File: src/verilog/mcr_pkg.sv
package mcr_pkg;

    localparam int ADDR_W = 20;
    localparam int DATA_W = 8;
    localparam int NQ     = 4;

    // Register offsets
    localparam logic [19:0] OFS_QUEUE_EN    = 20'h30B01;
    localparam logic [19:0] OFS_ERR_EN      = 20'h30B02;
    localparam logic [19:0] OFS_MODE        = 20'h30B03;
    localparam logic [19:0] OFS_PLL         = 20'h30B04;
    localparam logic [19:0] OFS_RSV_CFG_A   = 20'h30B05;
    localparam logic [19:0] OFS_RSV_CFG_B   = 20'h30B06;
    localparam logic [19:0] OFS_QUEUE_STS   = 20'h30B08;
    localparam logic [19:0] OFS_ERR_STS     = 20'h30B09;
    localparam logic [19:0] OFS_RSV_STS     = 20'h30B0A;
    localparam logic [19:0] OFS_SUMMARY     = 20'h30B29;
    localparam logic [19:0] OFS_IRQ_STS     = 20'h30B30;
    localparam logic [19:0] OFS_IRQ_MASK    = 20'h30B31;

    // Field positions
    localparam int BIT_ID_ERR    = 7;
    localparam int BIT_BURST     = 0;
    localparam int BIT_ICK_HI    = 2;
    localparam int BIT_ICK_LO    = 3;
    localparam int BIT_OCK       = 7;
    localparam int BIT_PLL_N_HI  = 1;
    localparam int BIT_PLL_N_MID = 2;
    localparam int BIT_PLL_N_LO  = 3;
    localparam int BIT_PLL_M_HI  = 5;
    localparam int BIT_PLL_M_MID = 6;
    localparam int BIT_PLL_M_LO  = 7;
    localparam int BIT_UNDER_LO  = 0;
    localparam int BIT_OVER_LO   = 4;
    localparam int BIT_SUM_OTHER = 1;
    localparam int BIT_SUM_QUEUE = 2;
    localparam int BIT_IRQ_QUEUE = 0;
    localparam int BIT_IRQ_OTHER = 1;

    // Writable bit masks; all other bits are reserved
    localparam logic [7:0] ERR_EN_WMASK = 8'h80;
    localparam logic [7:0] MODE_WMASK   = 8'h8D;
    localparam logic [7:0] PLL_WMASK    = 8'hEE;
    localparam logic [7:0] IRQ_WMASK    = 8'h03;

    // Reset values
    localparam logic [7:0] RST_QUEUE_EN = 8'h00;
    localparam logic [7:0] RST_ERR_EN   = 8'h00;
    localparam logic [7:0] RST_MODE     = 8'h00;
    localparam logic [7:0] RST_PLL      = 8'h00;
    localparam logic [7:0] RST_IRQ_MASK = 8'h00;

    // Input clock source codes
    localparam logic [1:0] CK_SRC_DEDICATED = 2'h0;
    localparam logic [1:0] CK_SRC_FIRST     = 2'h1;
    localparam logic [1:0] CK_SRC_SECOND    = 2'h2;
    localparam logic [1:0] CK_SRC_FABRIC    = 2'h3;

    // Burst length and output clock source codes
    localparam logic BURST_TWO_WORD  = 1'b0;
    localparam logic BURST_FOUR_WORD = 1'b1;
    localparam logic OCK_DIVIDED     = 1'b0;
    localparam logic OCK_SYNTH       = 1'b1;

endpackage : mcr_pkg

File: src/verilog/mcr_cfg_status_regs.sv
`timescale 1ns/1ps
// Behaviour
// Error enable bit 7 gates incoherent-word flag and its non-queue summary interrupt.
// Mode bit 0: zero gives two-word bursts, one gives four-word bursts.
// Bits 2..3 pick dedicated, first link, second link or fabric reference.
// Mode bit 7: memory clock from selected clock halved, or synthesiser.
// Synthesiser rate is selected clock times numerator over denominator field.
// Queue status bits 0..3 report underrun: read data, read instr, write data, write instr.
// Queue status bits 4..7 report overrun in the same queue order.
// Each queue flag rises only while its enable bit is set.
// Error status bit 7 reports incoherent words, gated by its enable.
// Queue enable register holds eight enables gating flags and queue summary.
// Enabled queue event sets queue summary bit; read clears; reasserts on new onset.
// Enabled incoherent error sets other summary bit, same clear-on-read behaviour.
// Reserved bits and locations read zero and ignore writes.
module mcr_cfg_status_regs (
    input  wire logic                       core_clk,                    // 200 MHz clock
    input  wire logic                       sys_rst,                     // Sync reset, high
    input  wire logic                       clk_en,                      // Clock enable
    input  wire logic [mcr_pkg::ADDR_W-1:0] reg_addr,                    // Register address
    input  wire logic [mcr_pkg::DATA_W-1:0] reg_wdata,                   // Write data
    input  wire logic                       reg_wr,                      // Write strobe
    input  wire logic                       reg_rd,                      // Read strobe
    output logic      [mcr_pkg::DATA_W-1:0] reg_rdata,                   // Read data, next cycle
    input  wire logic [mcr_pkg::NQ-1:0]     queue_underrun_event,        // Underrun levels
    input  wire logic [mcr_pkg::NQ-1:0]     queue_overflow_event,        // Overrun levels
    input  wire logic                       incoherent_word_event,       // Incoherent words
    input  wire logic                       dedicated_memory_ref_clock,  // Pin reference
    input  wire logic                       first_link_ref_clock,        // Pin reference
    input  wire logic                       second_link_ref_clock,       // Pin reference
    input  wire logic                       fabric_supplied_ref_clock,   // Fabric reference
    input  wire logic                       double_rate_synth_clock,     // Synthesiser output
    output logic                            selected_input_clock,        // Muxed reference
    output logic                            memory_clock_out_pos,        // Memory clock
    output logic                            memory_clock_out_neg,        // Memory clock, inv
    output logic                            burst_length_select,         // 0 two, 1 four
    output logic      [1:0]                 input_clock_source_select,   // Source code
    output logic                            output_clock_source_select,  // 0 halved, 1 synth
    output logic      [2:0]                 pll_numerator,               // Synth numerator
    output logic      [2:0]                 pll_denominator,             // Synth denominator
    output logic                            memctl_fifo_summary_irq,     // Queue summary bit
    output logic                            memctl_other_summary_irq,    // Other summary bit
    output logic                            irq                          // Level interrupt
);
    import mcr_pkg::*;

    function automatic logic hit(input logic [ADDR_W-1:0] a, input logic [ADDR_W-1:0] ofs);
        hit = (a == ofs);
    endfunction : hit

    // Register storage
    logic [DATA_W-1:0] queue_en_reg;
    logic [DATA_W-1:0] err_en_reg;
    logic [DATA_W-1:0] mode_reg;
    logic [DATA_W-1:0] pll_reg;
    logic [DATA_W-1:0] irq_mask_reg;
    logic [DATA_W-1:0] irq_sts_reg;
    logic [DATA_W-1:0] irq_sts_next;
    logic [DATA_W-1:0] queue_sts_reg;
    logic [DATA_W-1:0] queue_sts_next;
    logic              id_err_reg;
    logic              id_err_next;
    logic [DATA_W-1:0] rdata_reg;
    logic [DATA_W-1:0] rdata_next;

    // Address decode
    wire wr_queue_en = reg_wr & hit(reg_addr, OFS_QUEUE_EN);
    wire wr_err_en   = reg_wr & hit(reg_addr, OFS_ERR_EN);
    wire wr_mode     = reg_wr & hit(reg_addr, OFS_MODE);
    wire wr_pll      = reg_wr & hit(reg_addr, OFS_PLL);
    wire wr_irq_sts  = reg_wr & hit(reg_addr, OFS_IRQ_STS);
    wire wr_irq_mask = reg_wr & hit(reg_addr, OFS_IRQ_MASK);
    wire rd_queue    = reg_rd & hit(reg_addr, OFS_QUEUE_STS);
    wire rd_err      = reg_rd & hit(reg_addr, OFS_ERR_STS);
    wire rd_summary  = reg_rd & hit(reg_addr, OFS_SUMMARY);

    // Event gating
    wire [DATA_W-1:0] queue_event = {queue_overflow_event, queue_underrun_event};
    // per-queue enables
    wire [DATA_W-1:0] queue_gated = queue_event & queue_en_reg;
    // incoherent-word enable
    wire              id_gated    = incoherent_word_event & err_en_reg[BIT_ID_ERR];

    // flags rise only while enabled; dropping an enable clears the flag
    genvar gi;
    generate
        for (gi = 0; gi < DATA_W; gi++) begin : g_queue_flag
            assign queue_sts_next[gi] = queue_en_reg[gi] &
                                        (queue_event[gi] | (queue_sts_reg[gi] & ~rd_queue));
        end
    endgenerate

    // incoherent-word flag, gated by its enable
    assign id_err_next = err_en_reg[BIT_ID_ERR] &
                         (incoherent_word_event | (id_err_reg & ~rd_err));

    // Summary bits
    logic fifo_sum;
    logic fifo_rise;
    logic other_sum;
    logic other_rise;

    // queue summary, onset-set and clear-on-read
    mcr_summary_bit u_fifo_sum (
        .core_clk (core_clk),
        .sys_rst  (sys_rst),
        .clk_en   (clk_en),
        .cond     (|queue_gated),
        .rd_clear (rd_summary),
        .flag     (fifo_sum),
        .rise     (fifo_rise)
    );

    // non-queue summary from the incoherent-word error
    mcr_summary_bit u_other_sum (
        .core_clk (core_clk),
        .sys_rst  (sys_rst),
        .clk_en   (clk_en),
        .cond     (id_gated),
        .rd_clear (rd_summary),
        .flag     (other_sum),
        .rise     (other_rise)
    );

    // Sticky interrupt status; a new onset beats a same-cycle write-one clear
    wire [DATA_W-1:0] irq_set = {6'h00, other_rise, fifo_rise};
    wire [DATA_W-1:0] irq_clr = wr_irq_sts ? (reg_wdata & IRQ_WMASK) : 8'h00;
    assign irq_sts_next = irq_set | (irq_sts_reg & ~irq_clr);

    // Read multiplexer
    wire [DATA_W-1:0] summary_val = (8'h01 << BIT_SUM_QUEUE) & {DATA_W{fifo_sum}}
                                  | (8'h01 << BIT_SUM_OTHER) & {DATA_W{other_sum}};
    wire [DATA_W-1:0] err_sts_val = {id_err_reg, 7'h00};
    // reserved locations and unmapped addresses read zero
    assign rdata_next = !reg_rd                         ? 8'h00 :
                        hit(reg_addr, OFS_QUEUE_EN)     ? queue_en_reg :
                        hit(reg_addr, OFS_ERR_EN)       ? err_en_reg :
                        hit(reg_addr, OFS_MODE)         ? mode_reg :
                        hit(reg_addr, OFS_PLL)          ? pll_reg :
                        hit(reg_addr, OFS_QUEUE_STS)    ? queue_sts_reg :
                        hit(reg_addr, OFS_ERR_STS)      ? err_sts_val :
                        hit(reg_addr, OFS_SUMMARY)      ? summary_val :
                        hit(reg_addr, OFS_IRQ_STS)      ? irq_sts_reg :
                        hit(reg_addr, OFS_IRQ_MASK)     ? irq_mask_reg :
                                                          8'h00;

    // only documented bits store writes
    always_ff @(posedge core_clk) begin
        if (sys_rst) begin
            queue_en_reg <= RST_QUEUE_EN;
            err_en_reg   <= RST_ERR_EN;
            mode_reg     <= RST_MODE;
            pll_reg      <= RST_PLL;
            irq_mask_reg <= RST_IRQ_MASK;
        end else if (clk_en) begin
            if (wr_queue_en) queue_en_reg <= reg_wdata;
            if (wr_err_en)   err_en_reg   <= reg_wdata & ERR_EN_WMASK;
            if (wr_mode)     mode_reg     <= reg_wdata & MODE_WMASK;
            if (wr_pll)      pll_reg      <= reg_wdata & PLL_WMASK;
            if (wr_irq_mask) irq_mask_reg <= reg_wdata & IRQ_WMASK;
        end
    end

    // queue status bits in documented order
    always_ff @(posedge core_clk) begin
        if (sys_rst) begin
            queue_sts_reg <= 8'h00;
            id_err_reg    <= 1'b0;
            irq_sts_reg   <= 8'h00;
            rdata_reg     <= 8'h00;
        end else if (clk_en) begin
            queue_sts_reg <= queue_sts_next;
            id_err_reg    <= id_err_next;
            irq_sts_reg   <= irq_sts_next;
            rdata_reg     <= rdata_next;
        end
    end

    assign reg_rdata                = rdata_reg;
    assign memctl_fifo_summary_irq  = fifo_sum;
    assign memctl_other_summary_irq = other_sum;
    assign irq                      = |(irq_sts_reg & irq_mask_reg);

    // burst length
    assign burst_length_select        = mode_reg[BIT_BURST];
    // source code, bit 2 is the upper code bit
    assign input_clock_source_select  = {mode_reg[BIT_ICK_HI], mode_reg[BIT_ICK_LO]};
    assign output_clock_source_select = mode_reg[BIT_OCK];
    // ratio fields drive the synthesiser, bit 1 and bit 5 upper
    assign pll_numerator   = {pll_reg[BIT_PLL_N_HI], pll_reg[BIT_PLL_N_MID],
                              pll_reg[BIT_PLL_N_LO]};
    assign pll_denominator = {pll_reg[BIT_PLL_M_HI], pll_reg[BIT_PLL_M_MID],
                              pll_reg[BIT_PLL_M_LO]};

    // Reference inputs are sampled, so they must run well below core_clk / 2
    logic [4:0] ck_sync1_reg;
    logic [4:0] ck_sync2_reg;
    wire  [4:0] ck_pins = {double_rate_synth_clock, fabric_supplied_ref_clock,
                           second_link_ref_clock, first_link_ref_clock,
                           dedicated_memory_ref_clock};

    generate
        for (gi = 0; gi < 5; gi++) begin : g_ck_sync
            always_ff @(posedge core_clk) begin
                if (sys_rst) begin
                    ck_sync1_reg[gi] <= 1'b0;
                    ck_sync2_reg[gi] <= 1'b0;
                end else if (clk_en) begin
                    ck_sync1_reg[gi] <= ck_pins[gi];
                    ck_sync2_reg[gi] <= ck_sync1_reg[gi];
                end
            end
        end
    endgenerate

    // source multiplexer
    wire sel_ck = (input_clock_source_select == CK_SRC_DEDICATED) ? ck_sync2_reg[0] :
                  (input_clock_source_select == CK_SRC_FIRST)     ? ck_sync2_reg[1] :
                  (input_clock_source_select == CK_SRC_SECOND)    ? ck_sync2_reg[2] :
                                                                    ck_sync2_reg[3];

    logic sel_ck_reg;
    logic half_ck_reg;
    logic mem_ck_reg;
    logic mem_ck_n_reg;
    wire  sel_ck_rise = sel_ck & ~sel_ck_reg;
    // halved selected clock or synthesiser output
    wire  mem_ck_next = (output_clock_source_select == OCK_SYNTH) ? ck_sync2_reg[4]
                                                                  : half_ck_reg;

    always_ff @(posedge core_clk) begin
        if (sys_rst) begin
            sel_ck_reg   <= 1'b0;
            half_ck_reg  <= 1'b0;
            mem_ck_reg   <= 1'b0;
            mem_ck_n_reg <= 1'b1;
        end else if (clk_en) begin
            sel_ck_reg   <= sel_ck;
            // divide by two
            if (sel_ck_rise) half_ck_reg <= ~half_ck_reg;
            mem_ck_reg   <= mem_ck_next;
            mem_ck_n_reg <= ~mem_ck_next;
        end
    end

    assign selected_input_clock = sel_ck_reg;
    assign memory_clock_out_pos = mem_ck_reg;
    assign memory_clock_out_neg = mem_ck_n_reg;

endmodule : mcr_cfg_status_regs

File: src/verilog/mcr_summary_bit.sv
`timescale 1ns/1ps
module mcr_summary_bit (
    input  wire logic core_clk,   // System clock
    input  wire logic sys_rst,    // Synchronous reset, active high
    input  wire logic clk_en,     // Freezes state while low
    input  wire logic cond,       // Enabled underlying condition
    input  wire logic rd_clear,   // Summary register read strobe
    output logic      flag,       // Summary flag
    output logic      rise        // One-cycle pulse on condition onset
);
    import mcr_pkg::*;

    logic cond_d_reg;
    logic flag_reg;
    logic flag_next;

    // Only an onset sets the flag, so a persisting condition stays cleared after a read
    assign rise      = cond & ~cond_d_reg & clk_en;
    assign flag_next = rise | (flag_reg & ~rd_clear);
    assign flag      = flag_reg;

    always_ff @(posedge core_clk) begin
        if (sys_rst) begin
            cond_d_reg <= 1'b0;
            flag_reg   <= 1'b0;
        end else if (clk_en) begin
            cond_d_reg <= cond;
            flag_reg   <= flag_next;
        end
    end

endmodule : mcr_summary_bit
File: config.mk
export PLATFORM = sky130hd
export DESIGN_NAME = mcr_cfg_status_regs
export DESIGN_NICKNAME = d
export VERILOG_FILES = /design/src/verilog/mcr_pkg.sv /design/src/verilog/mcr_cfg_status_regs.sv /design/src/verilog/mcr_summary_bit.sv
export SDC_FILE = /design/constraint.sdc
export NUM_CORES = 1
export LEC_CHECK = 0
export BUFFER_PORTS_ARGS = -buffer_cell sky130_fd_sc_hd__buf_2
export CORE_MARGIN = 10
export CORE_UTILIZATION = 40
export DETAILED_ROUTE_END_ITERATION = 10
export HOLD_SLACK_MARGIN = 0.02
export PLACE_DENSITY = 0.7
export SLEW_MARGIN = 10
export SYNTH_ARGS = -nofsm -noshare
export SYNTH_HDL_FRONTEND = slang
export SYNTH_SLANG_ARGS = --single-unit
File: constraint.sdc
create_clock -name core_clk -period 1.7 [get_ports core_clk]
set_input_delay 0 -clock core_clk [delete_from_list [all_inputs] [get_ports core_clk]]
set_output_delay 0 -clock core_clk [all_outputs]
set_load 0.02 [all_outputs]
## Word level (Yosys, flattened, before mapping)

Cells that the tools add are included.

- Reduce and logical (&&, ||, !) cells: 9
- Mux-type cells: 15
- Bitwise gates (word level): 60
- Equal/unequal tests: 11

Operators with widths:

| operator | number |
|---|---|
| $eq A20 B18 Y1 const B | 9 |
| $mux W8 | 9 |
| $and A1 B1 Y1 | 35 |
| $and A8 B8 Y8 | 2 |
| $reduce_or A8 Y1 | 2 |
| $reduce_and A2 Y1 | 6 |
| $or A1 B1 Y1 | 11 |
| $and A8 B2 Y8 | 1 |
| $not A1 Y1 | 8 |
| $not A2 Y8 | 1 |
| $or A2 B8 Y8 | 1 |
| $mux W1 | 4 |
| $mux W2 | 2 |
| $or A3 B2 Y3 | 1 |
| $eq A2 B1 Y1 const B | 1 |
| $eq A2 B2 Y1 const B | 1 |
| $logic_not A2 Y1 | 1 |

- Register bits after elaboration: 64
- Input bits: 47
- Output and inout port bits: 24

## Depth between registers and ports, before layout

Gate-level depths: netlist (run 1).

- Depth in word-level cells: 11
- Depth in mapped cells: 7
- Gate-level depth less buffers: 5

## Cells and area by module

A second synthesis (run 1) with hierarchy kept.

- Cells, all modules: 326
- Area, all modules: 2920.3 µm²

Modules (own cells, without submodules):

| module | area an instance (µm²) | times used | cells an instance |
|---|---|---|---|
| mcr_cfg_status_regs | 2760.1 | 1 | 312 |
| mcr_summary_bit | 80.1 | 2 | 7 |

## Least setup slack after synthesis (run 1)

No wires, ideal clock.

- Path type: input-to-reg
- Start: input port reg_addr[13] in the netlist's numbering
- End: register queue_en_reg[0]
- Setup time: 0.128 ns
- Buffers on the path: 1
- Stages on the path: 6
- Required time: 1.572 ns
- Path slack: 0.268 ns
- Arrival time: 1.304 ns
- Cell sequence: nor4_4 -> and4_2 -> buf_4 -> nand4_2 -> mux2i_1 -> nor2_1

- Cells in the longest elaborated chain, start to end: 3

RTL lines:

| item | RTL line | RTL |
|---|---|---|
| start: declaration | mcr_cfg_status_regs.sv:20 | `input wire logic [mcr_pkg::ADDR_W-1:0] reg_addr,` |
| $eq A20 B18 Y1 | mcr_cfg_status_regs.sv:48 | `hit = (a == ofs);` |
| $and A1 B1 Y1 | mcr_cfg_status_regs.sv:67 | `wire wr_queue_en = reg_wr & hit(reg_addr, OFS_QUEUE_EN);` |
| $reduce_and A2 Y1 (no source line) | - |  |
| end signal: assignment | mcr_cfg_status_regs.sv:156 | `if (wr_queue_en) queue_en_reg <= reg_wdata;` |
| end: declaration | mcr_cfg_status_regs.sv:52 | `logic [DATA_W-1:0] queue_en_reg;` |

Every way passes these cells.
A chain may end at the register's enable or synchronous reset.

## Worst setup path in the final report (run 1)

- Start: register queue_en_reg[6]
- End: register u_fifo_sum.flag_reg, in the netlist u_fifo_sum.flag

- Cells in the longest elaborated chain, start to end: 5

RTL lines:

| item | RTL line | RTL |
|---|---|---|
| $and A8 B8 Y8 | mcr_cfg_status_regs.sv:80 | `wire [DATA_W-1:0] queue_gated = queue_event & queue_en_reg;` |
| $reduce_or A8 Y1 | mcr_cfg_status_regs.sv:108 | `.cond (\|queue_gated),` |
| $and A1 B1 Y1 (2 in series) | mcr_summary_bit.sv:18 | `assign rise = cond & ~cond_d_reg & clk_en;` |
| $or A1 B1 Y1 | mcr_summary_bit.sv:19 | `assign flag_next = rise \| (flag_reg & ~rd_clear);` |
| end signal: assignment | mcr_summary_bit.sv:28 | `flag_reg <= flag_next;` |
| end: declaration | mcr_summary_bit.sv:14 | `logic flag_reg;` |

Every way passes these cells.

==> results of run 1 <==
## path summary, 6_finish.rpt
check	start	endpoint	slack [ns]	cells past startpoint
worst max-delay path	queue_en_reg[6]	u_fifo_sum.flag	0.26	5
worst min-delay path	clk_en	u_other_sum.cond_d_reg	0.07	3
worst max register to register	queue_en_reg[6]	u_fifo_sum.flag	0.26	5
worst min register to register	reg_rdata[4]	reg_rdata[4]	0.46	2
## metrics by stage
stage	cells	power (mW)	setup WS, ns	area [µm²]
detailed placement	461	1.647	0.03416	3321
floorplan	305	1.528	0.2683	2779
global placement	461	1.642	0.09434	3321
CTS	501	3.084	0.2542	3780
finish	502	3.055	0.2590	3782
global route	501	3.186	0.1548	3780
## per-layer routing
| layer | part of all wire | track usage |
|---|---|---|
| met5 | 0 | 0 |
| met4 | 0.024 | 0.07059 |
| met3 | 0.096 | 0.06711 |
| met2 | 0.46 | 0.2568 |
| met1 | 0.42 | 0.2043 |
## worst max-delay path, cell delays in order (launching register included)
cell and delay [ns]:
dfxtp_1 0.36, a22o_1 0.22, a221oi_1 0.24, and3_1 0.28, or3_1 0.15, a21oi_1 0.06
## final cells by class
cell class | count | share of cell area
multi-input cells | 227 | 0.4062
flip-flops and latches | 58 | 0.3070
diodes | 1 | 0.0006616
clock inverters | 5 | 0.02051
clock buffers | 11 | 0.03738
repair buffers | 114 | 0.1958
well taps | 80 | 0.02646
inverters | 6 | 0.005954
## synth_stat cells, drive strengths merged (5+ instances only)
master | count | area (µm²)
a21oi | 14 | 70.07
a22oi | 6 | 45.04
a32oi | 10 | 87.58
buf | 5 | 25.03
clkbuf | 9 | 33.78
dfxtp | 58 | 1161
inv | 6 | 22.52
mux2i | 34 | 340.3
nand2 | 28 | 105.1
nand3 | 12 | 65.06
nand4 | 9 | 77.57
nor2 | 43 | 161.4
nor4 | 5 | 82.58
o21ai | 15 | 75.07
## where the power goes
group | internal (mW) | switching (mW) | leakage (nW) | total [mW]
Clock | 0.860 | 0.530 | 0.109 | 1.39
Sequential | 1.37 | 0.00842 | 0.469 | 1.38
Combinational | 0.130 | 0.152 | 1.05 | 0.282
## kinds of logic after synthesis
group,share of synthesized area
buf+inv,0.02927
simple gates,0.2445
mux,0.1346
compound gates,0.1675
flops,0.4178
xor+xnor,0.006305
==> results.toml, run 1 <==
[final_layout]
nFillCells = 594
fin_util = 0.5598
nets = 463
multiInputGateArea_mm2 = 0.001536
area_delta_synth_final_pct = 36.11
drive_gt1_frac = 0.2898
layout_common_cells = "buf_2 (70), dfxtp_1 (58), nor2_1 (43), mux2i_1 (34), nand2_1 (28)"
layout_commonest_cell = "buf_2"
regArea_mm2 = 0.001161

[clock_tree]
cts-htree-levels = 3
cts_tree = "done"
hold_buffers = 24
cts_setup_buffers = 0
cts.sinks = 58
clk_pin_slew_worst_paths_ns = 0.07
cts-root-buf = "clkbuf_8"
numCtsBuffers = 9
postCtsResizedCells = 0
insertion_delay_ns = 0.33
clock_path_buffers = 2

[global_route]
first_global_vias = 2818
track_usage = 0.1678
antenna_found_initial = 0
grt_max_degree = 38
grt_pass1_wl_um = 14030
grt_overflow = 0

[drt]
wirelength_um = 8843
dr.first_iter.drc_count = 174
avgViaCountPerCell = 5.647
drc_errors = 0
dr.pass1.iters = 5
vias = 2835
wl_per_cell_um = 17.62
ant_nets = 0

[sta]
tightest_slew_ns = 0.4534
final_hold_viol_count = 0
post-route-period-util = 0.8476
finClkSkew_ns = 0.007847
setup-violations-final = 0
maxSlewHeadroom = 0.6966
final.setup.tns_ns = 0
rsz0062_at_grt = "no"
min_period_ns = 1.441
fmax_ghz = 0.6940
fin_hold_ws_ns = 0.07077
maxSlewViolCount = 0

[placement]
port_buffers = 70
hpwl_um = 6567
routabilityCongestion = 0.8988

[die]
fp.dieW_um = 103.4
core-area_mm2 = 0.006756
io_pins = 71
dieHeight_um = 103.4
rows = 30
die-area_mm2 = 0.01068
start_util = 0.4113

[synth]
syn_nets = 352
seq_area_frac_synth = 0.4178
syn_area_mm2 = 0.002779
yosysUniqueCellTypes = 58
synthFlopType = "dfxtp_1"
syn_inst = 305
ys_async_sr_fraction = 0
synth_edf_count = 0
ys_seq_elements = 58
yosys_warnings = 0
syn_avg_cell_area_um2 = 9.111

[critical_path]
cp_data_required_time_ns = 1.90
crit_fanout = 5
cp-start-kind = "register"
critPathKind = "reg -> reg"
critPathArrivalTime_ns = 1.64
setup.worst_path.end_class = "register"

[pwr]
ir_worst_vdd_uv = 581.7
power_density_mw_per_mm2 = 807.6
leakagePower_nw = 1.624

[job]
maxCapViolCount = 0

[min_path]
hold_class = "in -> reg"

[outcome]
status = "finished clean"
Power figures use the tool's default switching activity.
==> run 2, diff against run 1 <==
==> constraint.sdc (replaced) <==
create_clock -name core_clk -period 1.4 [get_ports core_clk]
set_input_delay 0 -clock core_clk [delete_from_list [all_inputs] [get_ports core_clk]]
set_output_delay 0 -clock core_clk [all_outputs]
set_load 0.02 [all_outputs]
==> results.toml, run 2 (synthesized netlist as in run 1, its figures left out) <==
[outcome]
status = "finished clean"

[die]
start_util = 0.4113
fp.dieW_um = 103.4
rows = 30
die-area_mm2 = 0.01068
io_pins = 71
dieHeight_um = 103.4
core-area_mm2 = 0.006756

[critical_path]
cpPeakStageDelay_ns = 0.34
crit_fanout = 2
setup.worst_path.end_class = "register"
cp-start-kind = "register"
critPathBufInv = 0
rrSetupSlack_ns = 0.06
critPathKind = "reg -> reg"
critPathArrivalTime_ns = 1.57
worstPathCellList = "nor2_1, o32ai_1, a41oi_1, a2111oi_2"
crit_family = "compound AO/OA/AOI/OAI gates"
slowest_stage = "dfxtp_1"
cp_data_required_time_ns = 1.63

[clock_tree]
cts-root-buf = "clkbuf_8"
clk_pin_slew_worst_paths_ns = 0.07
cts_setup_buffers = 0
insertion_delay_ns = 0.34
clock_path_buffers = 2
cts_tree = "done"
numCtsBuffers = 9
cts.sinks = 58
cts-htree-levels = 3

[final_layout]
n_antenna_cell = 0
area_delta_synth_final_pct = 43.49
layout_commonest_cell = "buf_2"
fin_util = 0.5902
drive_gt1_frac = 0.3378
nets = 486
nFillCells = 569
layout_common_cells = "buf_2 (70), dfxtp_1 (57), buf_4 (43), nor2_1 (42), mux2i_1 (34)"

[drt]
dr.first_iter.drc_count = 204
vias = 2933
dr.pass1.iters = 5
wl_per_cell_um = 17.55
ant_nets = 0
wirelength_um = 9197
avgViaCountPerCell = 5.597
drc_errors = 0

[sta]
final.setup.tns_ns = 0
setup-violations-final = 0
fmax_ghz = 0.7435
maxSlewViolCount = 0
finClkSkew_ns = 0.005078
min_period_ns = 1.345
fin_ws_ns = 0.05507
post-route-period-util = 0.9607
rsz0062_at_grt = "no"
tightest_slew_ns = 0.4933
maxSlewHeadroom = 0.6707
final_hold_viol_count = 0

[pwr]
internal-power_mw = 2.983
pwr-share-seq = 0.434
p_sw_frac = 0.2290
p_switching_mw = 0.8862
p_comb_frac = 0.094
power_density_mw_per_mm2 = 970.4
leakagePower_nw = 1.753
ir_worst_vdd_uv = 684.2
p_clk_frac = 0.473

[job]
maxCapViolCount = 0

[global_route]
grt_max_degree = 32
first_global_vias = 2901
grt_pass1_wl_um = 14590
track_usage = 0.1741
grt_overflow = 0
antenna_found_initial = 0

[placement]
place_ws_ns = -0.2166
routabilityCongestion = 0.9684
port_buffers = 70
hpwl_um = 6666

[min_path]
hold_class = "in -> reg"
## run 2: cell type report
class / instances / area (µm²) / share of cell area
multi-input cells: 227 / 1551 / 0.3891
well taps: 80 / 100.1 / 0.02510
clock inverters: 4 / 72.57 / 0.01820
repair buffers: 137 / 913.4 / 0.2291
clock buffers: 12 / 165.2 / 0.04142
flip-flops and latches: 58 / 1162 / 0.2915
inverters: 6 / 22.52 / 0.005648
## run 2: per-layer routing
metal,part of all wire,global-route usage
met1,0.42,0.2165
met2,0.45,0.2700
met3,0.098,0.04917
met4,0.028,0.08556
met5,0,0
## run 2: repair_timing
item                                   in CTS  in global routing
gates resized for setup                     1                  3
hold buffers                               24                  0
endpoints found under the hold margin      37                  0
pin swaps                                   0                  1
setup endpoints to repair                   1                  5
## run 2: path summary, 6_finish.rpt
kind                 from                     to  cells past startpoint
max           mode_reg[7]           reg_rdata[7]                      4
min                clk_en  u_fifo_sum.cond_d_reg                      3
max reg2reg   mode_reg[7]           reg_rdata[7]                      4
min reg2reg  reg_rdata[4]           reg_rdata[4]                      2
## run 2: power groups by stage
stage | Sequential, mW | Combinational (mW) | Clock (mW)
floorplan | 1.72 | 0.138 | 0
global placement | 1.71 | 0.298 | 0
detailed placement | 1.72 | 0.301 | 0
CTS | 1.68 | 0.354 | 1.85
global route | 1.68 | 0.391 | 1.94
finish | 1.68 | 0.362 | 1.83
## run 2: worst reg2reg max path, cell delays in order (launching register included)
cell	delay [ns]
dfxtp_1	0.34
nor2_1	0.06
o32ai_1	0.30
a41oi_1	0.19
a2111oi_2	0.34
## run 2: metrics by stage
stage	cell area, µm²	instances	power (mW)	hold slack (ns)
floorplan	2780	305	1.855	0.1439
finish	3988	524	3.870	0.1313
detailed placement	3495	484	2.016	0.2381
global route	3988	524	4.008	0.1300
global placement	3495	484	2.013	0.2344
CTS	3974	524	3.887	0.1063
==> run 3, diff against run 2 <==
--- a/config.mk
+++ b/config.mk
@@ -14,4 +14,5 @@
 export SLEW_MARGIN = 10
 export SYNTH_ARGS = -nofsm -noshare
 export SYNTH_HDL_FRONTEND = slang
+export SYNTH_HIERARCHICAL = 1
 export SYNTH_SLANG_ARGS = --single-unit
==> results.toml, run 3 <==
[synth]
ys_seq_elements = 58
yosys_warnings = 6
seq_area_frac_synth = 0.3976
synthFlopType = "dfxtp_1"
syn_inst = 326
synth_edf_count = 0
synth_top_area_frac = 0.3976
synth_top_area_cell = "dfxtp_1"
syn_nets = 373
ys_top_cells_by_area = "dfxtp_1 (40%), mux2i_1 (12%), nor2_1 (5.8%)"
ys_async_sr_fraction = 0
syn_area_mm2 = 0.002920
yosysUniqueCellTypes = 58
yosysMostFrequentCell = "dfxtp_1"
synth_common_cells = "dfxtp_1 (58), nor2_1 (45), mux2i_1 (35)"
syn_avg_cell_area_um2 = 8.958

[global_route]
grt_overflow = 0
globalRoute.busiestLayer = "met2"
first_global_vias = 3165
grt_pass1_wl_um = 16000
grt_max_degree = 28
use_met2 = 0.2964
use_met3 = 0.05116
grt_use_met1 = 0.2082
antenna_found_initial = 0
track_usage = 0.1778

[sta]
post-route-period-util = 1.231
rsz0062_at_grt = "yes"
fin_ws_ns = -0.3228
maxSlewHeadroom = 0.7113
fmax_ghz = 0.5805
maxSlewViolCount = 0
finClkSkew_ns = 0.01017
fin_hold_ws_ns = 0.06306
min_period_ns = 1.723
final_hold_viol_count = 0
setup-violations-final = 36
tightest_slew_ns = 0.4274

[final_layout]
layout_commonest_cell = "buf_2"
fin_util = 0.6213
drive_gt1_frac = 0.4160
layout_common_cells = "buf_2 (68), dfxtp_1 (55), buf_4 (50), nor2_1 (42), mux2i_1 (33)"
regArea_mm2 = 0.001165
multiInputGateArea_mm2 = 0.001815
fin_area_mm2 = 0.004458
nFillCells = 600
area_delta_synth_final_pct = 52.66
n_antenna_cell = 0
nets = 518

[clock_tree]
insertion_delay_ns = 0.34
cts-htree-levels = 3
cts.sinks = 58
numCtsBuffers = 9
cts-root-buf = "clkbuf_8"
clk_pin_slew_worst_paths_ns = 0.07
cts_tree = "done"
clock_path_buffers = 2

[critical_path]
slowest_stage = "or4_4"
worstPathCellList = "buf_6, or4_4, or4_4, o31a_1, a221o_1, a21oi_2"
cp-start-kind = "input port"
critPathKind = "in -> reg"
crit_fanout = 5
cpPeakStageDelay_ns = 0.59
critPathArrivalTime_ns = 2.00
path_common_cell = "or4_4"
cp_data_required_time_ns = 1.68
setup.worst_path.end_class = "register"

[pwr]
leakagePower_nw = 1.837
power_mw = 3.618
ir_worst_vdd_uv = 724.7
power_density_mw_per_mm2 = 811.5

[die]
rows = 31
io_pins = 71
core-area_mm2 = 0.007176
die-area_mm2 = 0.01112
start_util = 0.4070
dieHeight_um = 105.4
fp.dieW_um = 105.4

[drt]
drc_errors = 0
dr.first_iter.drc_count = 183
wl_per_cell_um = 17.77
vias = 3097
wirelength_um = 10220
dr.pass1.iters = 4
ant_nets = 0
avgViaCountPerCell = 5.386

[job]
maxCapViolCount = 0

[placement]
hpwl_um = 7220
placed_cell_area_mm2 = 0.003716
routabilityCongestion = 0.8911
port_buffers = 70

[min_path]
hold_class = "in -> reg"

[outcome]
violations = "setup timing"
status = "finished with violations"
## run 3: cell types whose count changed after synthesis, sizes merged, moves of 8 or more
cell    previous run  this run
o32ai              1        10
a32oi             10         2
a21boi             0        12
nor3               2        11
nand3             12         2
## run 3: power by group
part           total [mW]  internal, mW  leakage [nW]  switching [mW]
Combinational       0.422         0.216          1.27           0.205
Clock                1.52         0.817        0.0954           0.703
Sequential           1.68          1.67         0.470         0.00943
## run 3: worst max-delay path: cells and delay by family
family | cells | cell delay (ns)
simple gates | 2 | 1.16
buf+inv | 1 | 0.09
compound gates | 3 | 0.74
## run 3: logic make-up (layout without fill, tap and decap cells)
kind of cell / count (synthesis) / after routing / synth area share
mux: 38 / 38 / 0.1354
flops: 58 / 58 / 0.3976
xor+xnor: 1 / 1 / 0.003000
compound gates: 66 / 66 / 0.1658
buf+inv: 33 / 183 / 0.04756
simple gates: 130 / 130 / 0.2506
## run 3: cell type report
cell class	instances	share of cell area
tap	99	0.02779
clock buffer	9	0.02779
clock inverter	7	0.01544
sequential	58	0.2613
inverter	13	0.01095
timing repair buffer	154	0.2495
multi-input combinational	235	0.4072
## run 3: routing by layer
metal  share of wire  vias up
met1            0.42     1477
met4           0.030        0
li1                -     1478
met2            0.48      117
met5               0        -
met3           0.071       25
## run 3: worst paths after layout
kind / from / to / slack [ns] / depth (start not counted)
worst max-delay path: reg_addr[14] / reg_rdata[1] / -0.32 / 6
worst min-delay path: sys_rst / pll_reg[6] / 0.06 / 2
worst max register to register: queue_sts_reg[3] / reg_rdata[3] / -0.09 / 5
worst min register to register: reg_rdata[0] / reg_rdata[0] / 0.45 / 2
## run 3: per-stage QoR
step                instances  TNS [ns]  worst slack, ns
finish                    575    -7.229          -0.3228
global route              575    -8.585          -0.3378
CTS                       567    -7.012          -0.2660
detailed placement        525    -22.29          -0.6633
global placement          525    -21.76          -0.6223
floorplan                 326    -15.34          -0.5805
## run 3: repair_timing
| item | CTS | global route |
|---|---|---|
| endpoints found under the setup margin | 37 | 41 |
| resized for setup | 35 | 26 |
| hold buffers | 21 | 0 |
| pin swaps | 15 | 13 |
| hold endpoints to repair | 31 | 0 |
| buffers inserted | 5 | 8 |
